## config.mk

```make
export PLATFORM = sky130hd
export DESIGN_NAME = ssp_serial_port
export DESIGN_NICKNAME = d
export VERILOG_FILES = /design/src/core/ssp_pkg.sv /design/src/core/ssp_pin_sync.sv /design/src/core/ssp_serial_port.sv
export SDC_FILE = /design/constraint.sdc
export NUM_CORES = 1
export LEC_CHECK = 0
export ABC_AREA = 0
export BUFFER_PORTS_ARGS = -buffer_cell sky130_fd_sc_hd__buf_2
export CORE_MARGIN = 10
export CORE_UTILIZATION = 30
export CTS_CLUSTER_DIAMETER = 120
export DETAILED_ROUTE_END_ITERATION = 10
export PLACE_DENSITY = 0.43
export SLEW_MARGIN = 40
export SYNTH_ARGS = -nofsm -noshare
export SYNTH_HDL_FRONTEND = slang
export SYNTH_SLANG_ARGS = --single-unit
export TNS_END_PERCENT = 5
```

## constraint.sdc

```tcl
create_clock -name clk_sys -period 5.89 [get_ports clk_sys]
set_input_delay 0.8835 -clock clk_sys [delete_from_list [all_inputs] [get_ports clk_sys]]
set_output_delay 0.8835 -clock clk_sys [all_outputs]
set_load 0.005 [all_outputs]
```

## src/core/ssp_pkg.sv

```systemverilog
package ssp_pkg;
  // APB byte addresses
  localparam logic [11:0] ADDR_DATA = 12'h000;
  localparam logic [11:0] ADDR_CTRL = 12'h004;

  // Mode word fields
  localparam int MODE_FACT_LSB = 0;
  localparam int MODE_LEN_LSB = 2;
  localparam int MODE_PEN = 4;
  localparam int MODE_PEVEN = 5;
  localparam int MODE_EXTSYNC = 6;
  localparam int MODE_SINGLE = 7;
  localparam int MODE_STOP_LSB = 6;
  localparam logic [1:0] FACT_SYNC = 2'h0;
  localparam logic [1:0] FACT_X16 = 2'h2;
  localparam logic [1:0] FACT_X64 = 2'h3;
  localparam logic [1:0] STOP_ONE = 2'h1;

  // Command word fields
  localparam int CMD_TRANSMIT_ENABLE_BIT = 0;
  localparam int CMD_DTR = 1;
  localparam int CMD_RXE = 2;
  localparam int CMD_BRK = 3;
  localparam int CMD_ERR = 4;
  localparam int CMD_RTS = 5;
  localparam int CMD_IR = 6;
  localparam int CMD_HUNT = 7;

  // Status word fields
  localparam int ST_TXRDY = 0;
  localparam int ST_RXRDY = 1;
  localparam int ST_TRANSMITTER_EMPTY = 2;
  localparam int ST_OVERRUN = 4;
  localparam int ST_SYNBRK = 6;
  localparam int ST_DSR = 7;

  // Reset values and timing
  localparam logic [7:0] MODE_RST = 8'h00;
  localparam logic [7:0] CMD_RST = 8'h00;
  localparam logic [11:0] BREAK_CHARS = 12'h002;
  localparam logic [5:0] PIN_RST = 6'h3F;

  typedef enum logic [1:0] {
    SEQ_MODE = 2'b00,
    SEQ_SYNC1 = 2'b01,
    SEQ_SYNC2 = 2'b10,
    SEQ_CMD = 2'b11
  } ssp_seq_t;

  typedef enum logic [1:0] {
    RX_HUNT = 2'b00,
    RX_SYNC2 = 2'b01,
    RX_DATA = 2'b10
  } ssp_rx_t;
endpackage : ssp_pkg

```

## src/core/ssp_pin_sync.sv

```systemverilog
`timescale 1ns/1ps
`default_nettype none
module ssp_pin_sync (
  // Clock and reset
  input wire logic clk_sys,
  input wire logic rstn,
  // Raw pins
  input wire logic [5:0] pinIn,
  // Synchronised view
  output logic [5:0] pinLevel,
  output logic [5:0] pinRise,
  output logic [5:0] pinFall
);
  typedef struct packed {
    logic [5:0] s1;
    logic [5:0] s2;
    logic [5:0] s3;
  } ssp_sync_t;

  ssp_sync_t s;
  ssp_sync_t n;

  always_comb begin
    n.s1 = pinIn;
    n.s2 = s.s1;
    n.s3 = s.s2;
  end

  always_ff @(posedge clk_sys or negedge rstn) begin
    if (!rstn) begin
      s <= {ssp_pkg::PIN_RST, ssp_pkg::PIN_RST, ssp_pkg::PIN_RST};
    end else begin
      s <= n;
    end
  end

  // Edges look only at the second and third stage
  assign pinLevel = s.s2;
  assign pinRise = s.s2 & ~s.s3;
  assign pinFall = ~s.s2 & s.s3;
endmodule : ssp_pin_sync
`default_nettype wire

```

## src/core/ssp_serial_port.sv

```systemverilog
`timescale 1ns/1ps
`default_nettype none
module ssp_serial_port (
  // Clock and reset
  input wire logic clk_sys,
  input wire logic rstn,
  // APB slave
  input wire logic [11:0] paddr,
  input wire logic psel,
  input wire logic penable,
  input wire logic pwrite,
  input wire logic [31:0] pwdata,
  output logic [31:0] prdata,
  output logic pready,
  output logic pslverr,
  // Serial link
  input wire logic transmitBitClock,
  input wire logic receiveBitClock,
  input wire logic rxd,
  output logic txd,
  // Modem control
  input wire logic ctsN,
  input wire logic dsrN,
  output logic rtsN,
  output logic dtrN,
  // Sync detect / break detect pin
  input wire logic syncDetectPinIn,
  output logic syncDetectPinOut,
  output logic syncDetectPinOe,
  // Status pins
  output logic transmitterEmpty,
  output logic rxReady
);
  ////////////////////////////////////////////////////////////////////////////
  typedef struct packed {
    ssp_pkg::ssp_seq_t seq;
    logic [7:0] mode;
    logic [7:0] sync1;
    logic [7:0] sync2;
    logic [7:0] cmd;
    logic pready;
    logic pslverr;
    logic [7:0] prdata;
    logic [7:0] txBuf;
    logic txFull;
    logic [11:0] txShift;
    logic [3:0] txBits;
    logic [6:0] txTick;
    logic txBusy;
    logic txFiller;
    logic fillOk;
    logic fillSecond;
    logic txd;
    logic transmitter_empty;
    ssp_pkg::ssp_rx_t rxSt;
    logic [7:0] rxShift;
    logic [3:0] rxBits;
    logic [7:0] rxData;
    logic rxRdy;
    logic overrun;
    logic syncDet;
    logic breakDetect;
    logic [11:0] lowCnt;
    logic syncOut;
    logic syncOe;
    logic rtsN;
    logic dtrN;
  } ssp_state_t;

  localparam ssp_state_t RST_STATE = '{
    seq: ssp_pkg::SEQ_MODE,
    rxSt: ssp_pkg::RX_HUNT,
    mode: ssp_pkg::MODE_RST,
    cmd: ssp_pkg::CMD_RST,
    txd: 1'b1,
    transmitter_empty: 1'b1,
    syncOe: 1'b1,
    rtsN: 1'b1,
    dtrN: 1'b1,
    default: '0
  };

  ////////////////////////////////////////////////////////////////////////////
  function automatic logic [3:0] charLen(input logic [7:0] m);
    charLen = 4'h5 + {2'h0, m[ssp_pkg::MODE_LEN_LSB +: 2]};
  endfunction : charLen

  function automatic logic isSync(input logic [7:0] m);
    isSync = m[ssp_pkg::MODE_FACT_LSB +: 2] == ssp_pkg::FACT_SYNC;
  endfunction : isSync

  function automatic logic [6:0] facTicks(input logic [7:0] m);
    unique case (m[ssp_pkg::MODE_FACT_LSB +: 2])
      ssp_pkg::FACT_X16: facTicks = 7'h10;
      ssp_pkg::FACT_X64: facTicks = 7'h40;
      default: facTicks = 7'h01;
    endcase
  endfunction : facTicks

  // Total bits in one character frame on the line
  function automatic logic [3:0] frameBits(input logic [7:0] m);
    logic [3:0] b;
    b = charLen(m) + {3'h0, m[ssp_pkg::MODE_PEN]};
    if (!isSync(m)) begin
      b = b + ((m[ssp_pkg::MODE_STOP_LSB +: 2] == ssp_pkg::STOP_ONE) ? 4'h2 : 4'h3);
    end
    frameBits = b;
  endfunction : frameBits

  // Frame in send order, bit 0 first; unused upper bits are stop level
  function automatic logic [11:0] txFrame(input logic [7:0] d, input logic [7:0] m);
    logic [11:0] f;
    logic [3:0] len;
    logic [3:0] off;
    logic p;
    f = 12'hFFF;
    len = charLen(m);
    off = isSync(m) ? 4'h0 : 4'h1;
    p = ~m[ssp_pkg::MODE_PEVEN];
    if (!isSync(m)) begin
      f[0] = 1'b0;
    end
    for (int i = 0; i < 8; i++) begin
      if (4'(i) < len) begin
        f[off + 4'(i)] = d[i];
        p = p ^ d[i];
      end
    end
    if (m[ssp_pkg::MODE_PEN]) begin
      f[off + len] = p;
    end
    txFrame = f;
  endfunction : txFrame

  function automatic logic [7:0] rxAlign(input logic [7:0] sh, input logic [7:0] m);
    rxAlign = sh >> (4'h8 - charLen(m));
  endfunction : rxAlign

  function automatic logic [7:0] charMask(input logic [7:0] c, input logic [7:0] m);
    charMask = c & ~(8'hFF << charLen(m));
  endfunction : charMask

  ////////////////////////////////////////////////////////////////////////////
  logic [5:0] pinLevel;
  logic [5:0] pinRise;
  logic [5:0] pinFall;

  // Bit clocks, line and modem pins are sampled on clk_sys
  ssp_pin_sync u_pin_sync (
    .clk_sys(clk_sys),
    .rstn(rstn),
    .pinIn({syncDetectPinIn, dsrN, ctsN, rxd, receiveBitClock, transmitBitClock}),
    .pinLevel(pinLevel),
    .pinRise(pinRise),
    .pinFall(pinFall)
  );

  logic txFall;
  logic rxRise;
  logic rxLine;
  logic ctsLvl;
  logic dsrLvl;
  logic syncInLvl;
  assign txFall = pinFall[0];
  assign rxRise = pinRise[1];
  assign rxLine = pinLevel[2];
  assign ctsLvl = pinLevel[3];
  assign dsrLvl = pinLevel[4];
  assign syncInLvl = pinLevel[5];

  ssp_state_t s;
  ssp_state_t n;

  ////////////////////////////////////////////////////////////////////////////
  logic acc;
  logic hitData;
  logic hitCtrl;
  logic irHit;
  logic permit;
  logic [7:0] statusWord;
  logic [7:0] curChar;
  logic [7:0] newShift;
  logic [11:0] frame;

  always_comb begin
    n = s;
    irHit = 1'b0;
    frame = 12'h000;
    hitData = paddr == ssp_pkg::ADDR_DATA;
    hitCtrl = paddr == ssp_pkg::ADDR_CTRL;
    acc = psel & penable & s.pready;

    statusWord = 8'h00;
    statusWord[ssp_pkg::ST_TXRDY] = ~s.txFull;
    statusWord[ssp_pkg::ST_RXRDY] = s.rxRdy;
    statusWord[ssp_pkg::ST_TRANSMITTER_EMPTY] = s.transmitter_empty;
    statusWord[ssp_pkg::ST_OVERRUN] = s.overrun;
    statusWord[ssp_pkg::ST_SYNBRK] = s.syncOut;
    statusWord[ssp_pkg::ST_DSR] = ~dsrLvl;

    // One wait state: answer in the second access cycle
    n.pready = psel & penable & ~s.pready;
    if (psel & penable & ~s.pready) begin
      n.pslverr = ~(hitData | hitCtrl);
      n.prdata = hitCtrl ? statusWord : (hitData ? s.rxData : 8'h00);
    end

    // Bus side effects first, so hardware sets below win
    if (acc & pwrite & hitCtrl) begin
      unique case (s.seq)
        ssp_pkg::SEQ_MODE: begin
          n.mode = pwdata[7:0];
          n.seq = isSync(pwdata[7:0]) ? ssp_pkg::SEQ_SYNC1 : ssp_pkg::SEQ_CMD;
        end
        ssp_pkg::SEQ_SYNC1: begin
          n.sync1 = pwdata[7:0];
          n.seq = s.mode[ssp_pkg::MODE_SINGLE] ? ssp_pkg::SEQ_CMD : ssp_pkg::SEQ_SYNC2;
        end
        ssp_pkg::SEQ_SYNC2: begin
          n.sync2 = pwdata[7:0];
          n.seq = ssp_pkg::SEQ_CMD;
        end
        ssp_pkg::SEQ_CMD: begin
          if (pwdata[ssp_pkg::CMD_IR]) begin
            irHit = 1'b1;
          end else begin
            n.cmd = pwdata[7:0];
            if (pwdata[ssp_pkg::CMD_ERR]) begin
              n.overrun = 1'b0;
            end
            if (pwdata[ssp_pkg::CMD_HUNT]) begin
              n.rxSt = ssp_pkg::RX_HUNT;
            end
          end
        end
      endcase
    end
    if (acc & pwrite & hitData) begin
      n.txBuf = pwdata[7:0];
      n.txFull = 1'b1;
    end
    if (acc & ~pwrite & hitCtrl) begin
      n.syncDet = 1'b0;
    end
    if (acc & ~pwrite & hitData) begin
      n.rxRdy = 1'b0;
    end

    // Transmitter, stepped on falling bit clock edges
    permit = s.cmd[ssp_pkg::CMD_TRANSMIT_ENABLE_BIT] & ~ctsLvl;
    if (txFall) begin
      if (s.txBusy) begin
        if (s.txTick != 7'h00) begin
          n.txTick = s.txTick - 7'h01;
        end else if (s.txBits != 4'h1) begin
          n.txShift = s.txShift >> 1;
          n.txBits = s.txBits - 4'h1;
          n.txTick = facTicks(s.mode) - 7'h01;
        end else begin
          n.txBusy = 1'b0;
          n.txFiller = 1'b0;
        end
      end
      // Next character starts on the same edge the last one ends
      if (!n.txBusy && permit && s.seq == ssp_pkg::SEQ_CMD) begin
        if (n.txFull) begin
          frame = txFrame(n.txBuf, s.mode);
          n.txFull = 1'b0;
          n.fillOk = isSync(s.mode);
          n.fillSecond = 1'b0;
          n.txFiller = 1'b0;
          n.txBusy = 1'b1;
        end else if (isSync(s.mode) && s.fillOk) begin
          frame = txFrame(s.fillSecond ? s.sync2 : s.sync1, s.mode);
          n.fillSecond = ~s.fillSecond & ~s.mode[ssp_pkg::MODE_SINGLE];
          n.txFiller = 1'b1;
          n.txBusy = 1'b1;
        end
        if (n.txBusy) begin
          n.txShift = frame;
          n.txBits = frameBits(s.mode);
          n.txTick = facTicks(s.mode) - 7'h01;
        end
      end
    end
    n.transmitter_empty = ~n.txFull & (~n.txBusy | n.txFiller);

    // Receiver, sampled on rising bit clock edges
    newShift = {rxLine, s.rxShift[7:1]};
    curChar = rxAlign(newShift, s.mode);
    if (rxRise && isSync(s.mode) && s.seq == ssp_pkg::SEQ_CMD) begin
      n.rxShift = newShift;
      unique case (s.rxSt)
        ssp_pkg::RX_HUNT: begin
          if (s.mode[ssp_pkg::MODE_EXTSYNC]) begin
            n.rxShift = s.rxShift;
            if (syncInLvl) begin
              n.syncDet = 1'b1;
              n.rxSt = ssp_pkg::RX_DATA;
              n.rxBits = 4'h0;
            end
          end else if (curChar == charMask(s.sync1, s.mode)) begin
            n.rxBits = 4'h0;
            if (s.mode[ssp_pkg::MODE_SINGLE]) begin
              n.syncDet = 1'b1;
              n.rxSt = ssp_pkg::RX_DATA;
            end else begin
              n.rxSt = ssp_pkg::RX_SYNC2;
            end
          end
        end
        ssp_pkg::RX_SYNC2: begin
          n.rxBits = s.rxBits + 4'h1;
          if (n.rxBits == charLen(s.mode)) begin
            n.rxBits = 4'h0;
            if (curChar == charMask(s.sync2, s.mode)) begin
              n.syncDet = 1'b1;
              n.rxSt = ssp_pkg::RX_DATA;
            end else begin
              n.rxSt = ssp_pkg::RX_HUNT;
            end
          end
        end
        ssp_pkg::RX_DATA: begin
          n.rxBits = s.rxBits + 4'h1;
          if (n.rxBits == charLen(s.mode)) begin
            n.rxBits = 4'h0;
            n.rxData = curChar;
            if (s.cmd[ssp_pkg::CMD_RXE]) begin
              n.overrun = n.overrun | n.rxRdy;
              n.rxRdy = 1'b1;
            end
          end
        end
        default: begin
          n.rxSt = ssp_pkg::RX_HUNT;
        end
      endcase
    end

    // Break detect: count low receive clock edges over two frames
    if (rxLine) begin
      n.lowCnt = 12'h000;
      n.breakDetect = 1'b0;
    end else if (rxRise && !isSync(s.mode) && s.seq == ssp_pkg::SEQ_CMD) begin
      if (s.lowCnt != 12'hFFF) begin
        n.lowCnt = s.lowCnt + 12'h001;
      end
      if (n.lowCnt >= ssp_pkg::BREAK_CHARS * {5'h00, facTicks(s.mode)} * {8'h00, frameBits(s.mode)}) begin
        n.breakDetect = 1'b1;
      end
    end

    n.syncOe = ~isSync(s.mode) | ~s.mode[ssp_pkg::MODE_EXTSYNC];
    n.syncOut = isSync(s.mode) ? n.syncDet : n.breakDetect;
    n.rtsN = ~n.cmd[ssp_pkg::CMD_RTS];
    n.dtrN = ~n.cmd[ssp_pkg::CMD_DTR];
    // Break level overrides, otherwise mark when idle
    n.txd = n.cmd[ssp_pkg::CMD_BRK] ? 1'b0 : (n.txBusy ? n.txShift[0] : 1'b1);

    if (irHit) begin
      n = RST_STATE;
      n.pready = 1'b0;
    end
  end

  // Receiver and break detect idle until the mode word and any sync characters arrive, transmitter until the command word
  always_ff @(posedge clk_sys or negedge rstn) begin
    if (!rstn) begin
      s <= RST_STATE;
    end else begin
      s <= n;
    end
  end

  ////////////////////////////////////////////////////////////////////////////
  assign prdata = {24'h000000, s.prdata};
  assign pready = s.pready;
  assign pslverr = s.pslverr;
  assign txd = s.txd;
  assign rtsN = s.rtsN;
  assign dtrN = s.dtrN;
  assign syncDetectPinOut = s.syncOut;
  assign syncDetectPinOe = s.syncOe;
  assign transmitterEmpty = s.transmitter_empty;
  assign rxReady = s.rxRdy;
endmodule : ssp_serial_port
`default_nettype wire
```

==> flow_metrics.py <==
metrics = {
    "routing": {
        "route.detailed.drc": 0,
        "wl_per_cell_microns": 18.4,
        "dr.pass1.iters": 6,
        "vias_per_cell": 5.01,
        "drt_iter0_drc": 418,
        "num_vias": 7083,
        "drtAntennaViolNets": 0,
        "wirelength_mm": 26.0,
    },
    "timing": {
        "finalSetupViolCount": 0,
        "final_hold_viol_count": 0,
        "fmax_mhz": 214,
        "fin_tns_setup_ns": 0,
        "fin_crit_sh_pct": 79.3,
        "rsz0062_at_grt": "no",
        "maxSlewHeadroom_pct": 45.7,
        "drv_slew": 0,
        "worstMarginPinSlew_ns": 0.806,
        "finalCriticalPeriod_ns": 4.67,
        "clock_skew_ns": 0.0162,
    },
    "job": {
        "max_cap_violations": 0,
    },
    "critical_path": {
        "required_ns": 6.20,
        "crit_type": "reg -> reg",
        "reg2reg_from": "s[117]",
        "cp-start-kind": "register",
        "reg2reg_depth": 19,
        "arrival_ns": 4.99,
        "startpoint": "s[117]",
        "crit_path_end_kind": "register",
        "worstPathMaxFanout": 14,
    },
    "power_and_ir_drop": {
        "power.leakage_nw": 4.28,
        "peakVddDrop_mv": 0.184,
        "power.density_mw_per_mm2": 241,
    },
    "floorplanning": {
        "start_util_pct": 30.3,
        "die_w_microns": 190,
        "die-area_sq_mm": 0.0360,
        "rows": 62,
        "die_h_microns": 190,
        "num_io_pins": 96,
        "fp.coreArea_sq_mm": 0.0285,
    },
    "grt": {
        "grt.total_usage_pct": 14.6,
        "grt_first_pass_wirelength_mm": 41.2,
        "grt_max_degree": 62,
        "grt_pass1_vias": 6996,
        "grt.overflow.total": 0,
        "grt_antenna_before_repair": 0,
    },
    "clocking": {
        "cts.reportedPaths.clkPinSlew_ns": 0.07,
        "worstSkewPairLatency_ns": 0.44,
        "max-clock-path-buffers": 2,
        "cts-root-buf": "clkbuf_16",
        "post_cts_buffers": 0,
        "post_cts_resize_count": 0,
        "cts_buffers": 17,
        "postCtsHoldBufs": 0,
        "clock-sinks": 134,
        "cts_tree": "built",
        "cts.htree.levels": 4,
    },
    "synthesis": {
        "ys_top_cells_by_area": "dfrtp_1, nand2_1, dfstp_2, ha_1, mux2i_1",
        "async_flop_share_pct": 100,
        "synth_top_cell_by_area": "dfrtp_1",
        "yosysSeqAreaShare_pct": 39.0,
        "synth_top_area_share_pct": 33.3,
        "synth.cell_area_sq_mm": 0.00865,
        "synthDistinctLibCells": 74,
        "synth.avg_cell_area_sq_um": 8.85,
        "yosysWarnings": 0,
        "synth-main-ff-cell": "dfrtp_1",
        "synth_edf_count": 0,
        "synth_cells": 978,
        "synth-seq-cells": 134,
    },
    "placement": {
        "gp_congestion": 0.790,
        "dp_hpwl_mm": 19.2,
        "dp.cells": 1382,
        "numPortBuffers": 47,
    },
    "min_path": {
        "min_path_type": "in -> async",
    },
    "outcome": {
        "status": "completed",
    },
    "layout": {
        "nets": 1111,
        "insertedDiodeCount": 0,
        "final_common_cell": "nand2_1",
        "final_cells": 1414,
        "final_cell_mix": "nand2_1, dfrtp_1, nor2_1, o21ai_0, a21oi_1",
        "syn2layout_area_growth_pct": 13.5,
        "drive_gt1_share_pct": 14.6,
    },
}
[critical path: stages (launching register included)]
cell,delay [ns]
dfrtp_1,0.44
inv_1,0.07
ha_1,0.65
inv_1,0.19
a21oi_1,0.16
nor2_1,0.05
a221oi_1,0.50
nor2_1,0.09
ha_1,0.20
ha_1,0.18
ha_1,0.30
a31oi_1,0.10
ha_1,0.20
or4b_2,0.61
a21oi_1,0.13
a21oi_1,0.09
a311oi_1,0.31
o21ai_0,0.13
nand2_1,0.10
a21oi_1,0.05
[cell families after synthesis]
family	synth area share, %
AO/OA/AOI/OAI	15.5
flip-flops	39.0
buffers and inverters	6.17
XOR/XNOR	5.67
AND/OR/NAND/NOR	20.7
other	0.0433
adder cells (fa/ha/maj)	5.73
multiplexers	7.17
[synthesized netlist by cell type, types with 4 or more instances]
cell	number
nand2_1	135
dfrtp_1	115
nor2_1	96
o21ai_0	65
a21oi_1	61
inv_1	42
mux2i_1	41
ha_1	38
nand3_1	35
buf_4	33
xnor2_1	28
clkbuf_1	24
dfstp_2	19
a211oi_1	18
nor3_1	17
xor2_1	17
nand2b_1	11
a31oi_1	10
and3_1	9
nand4_1	9
and2_1	8
buf_1	8
nand3b_1	8
nor3b_1	8
or3_1	8
o22ai_1	7
a22o_1	6
mux2_2	6
a221oi_1	5
nor2b_1	5
nor4_1	5
o211ai_1	5
o31ai_1	5
or2_2	5
mux4_2	4
o21a_1	4
[final timing paths]
path | endpoint | slack (ns)
max | syncDetectPinOut | 1.22
min | s[69] | 0.28
min in group clk_sys | u_pin_sync.pinLevel[1] | 0.36
max in group asynchronous | s[93] | 4.80
min reg2reg | u_pin_sync.pinLevel[1] | 0.36
max reg2reg | syncDetectPinOut | 1.22
[layout make-up]
type	count	area (sq um)
clock buffer	19	453
clock inverter	13	135
fill	3049	18700
inverter	43	161
multi-input combinational	758	4850
sequential	134	3380
tap	384	480
timing repair buffer	63	369
[flip-flops by register name (all words and copies together), names as in the netlist, 2 cells and up]
name,count
s,96
u_pin_sync.s,2
u_pin_sync.pinLevel,6
prdata,8
u_pin_sync.n,6
newShift,7
[per-stage QoR]
stage               worst slack [ns]  area (sq um)  hold WS [ns]  power [mW]  utilization [%]
CTS                             1.23          9810         0.270        2.40             34.4
floorplan                       1.60          8740         0.345        1.22                -
detailed placement              1.25          9220         0.347        1.30             32.3
finish                          1.22          9830         0.276        2.37             34.4
global route                   0.797          9830         0.278        2.49             34.4
global placement                1.33          9220         0.346        1.30             32.3
[power by group]
| group | internal, mW | total, mW | switching [mW] |
|---|---|---|---|
| sequential | 0.992 | 1.05 | 0.0561 |
| clock | 0.616 | 1.09 | 0.473 |
| combinational | 0.103 | 0.232 | 0.129 |
| total | 1.71 | 2.37 | 0.658 |
[per-layer routing]
metal	track usage [%]	share of wire (%)	vias to the layer above	wire length [microns]
met5	0	0	-	0
met4	3.88	1.1	0	278
met3	2.76	3.6	20	931
met2	22.4	46	139	12000
met1	20.4	49	3445	12700
li1	-	-	3479	-
Power figures use the tool's default switching activity.
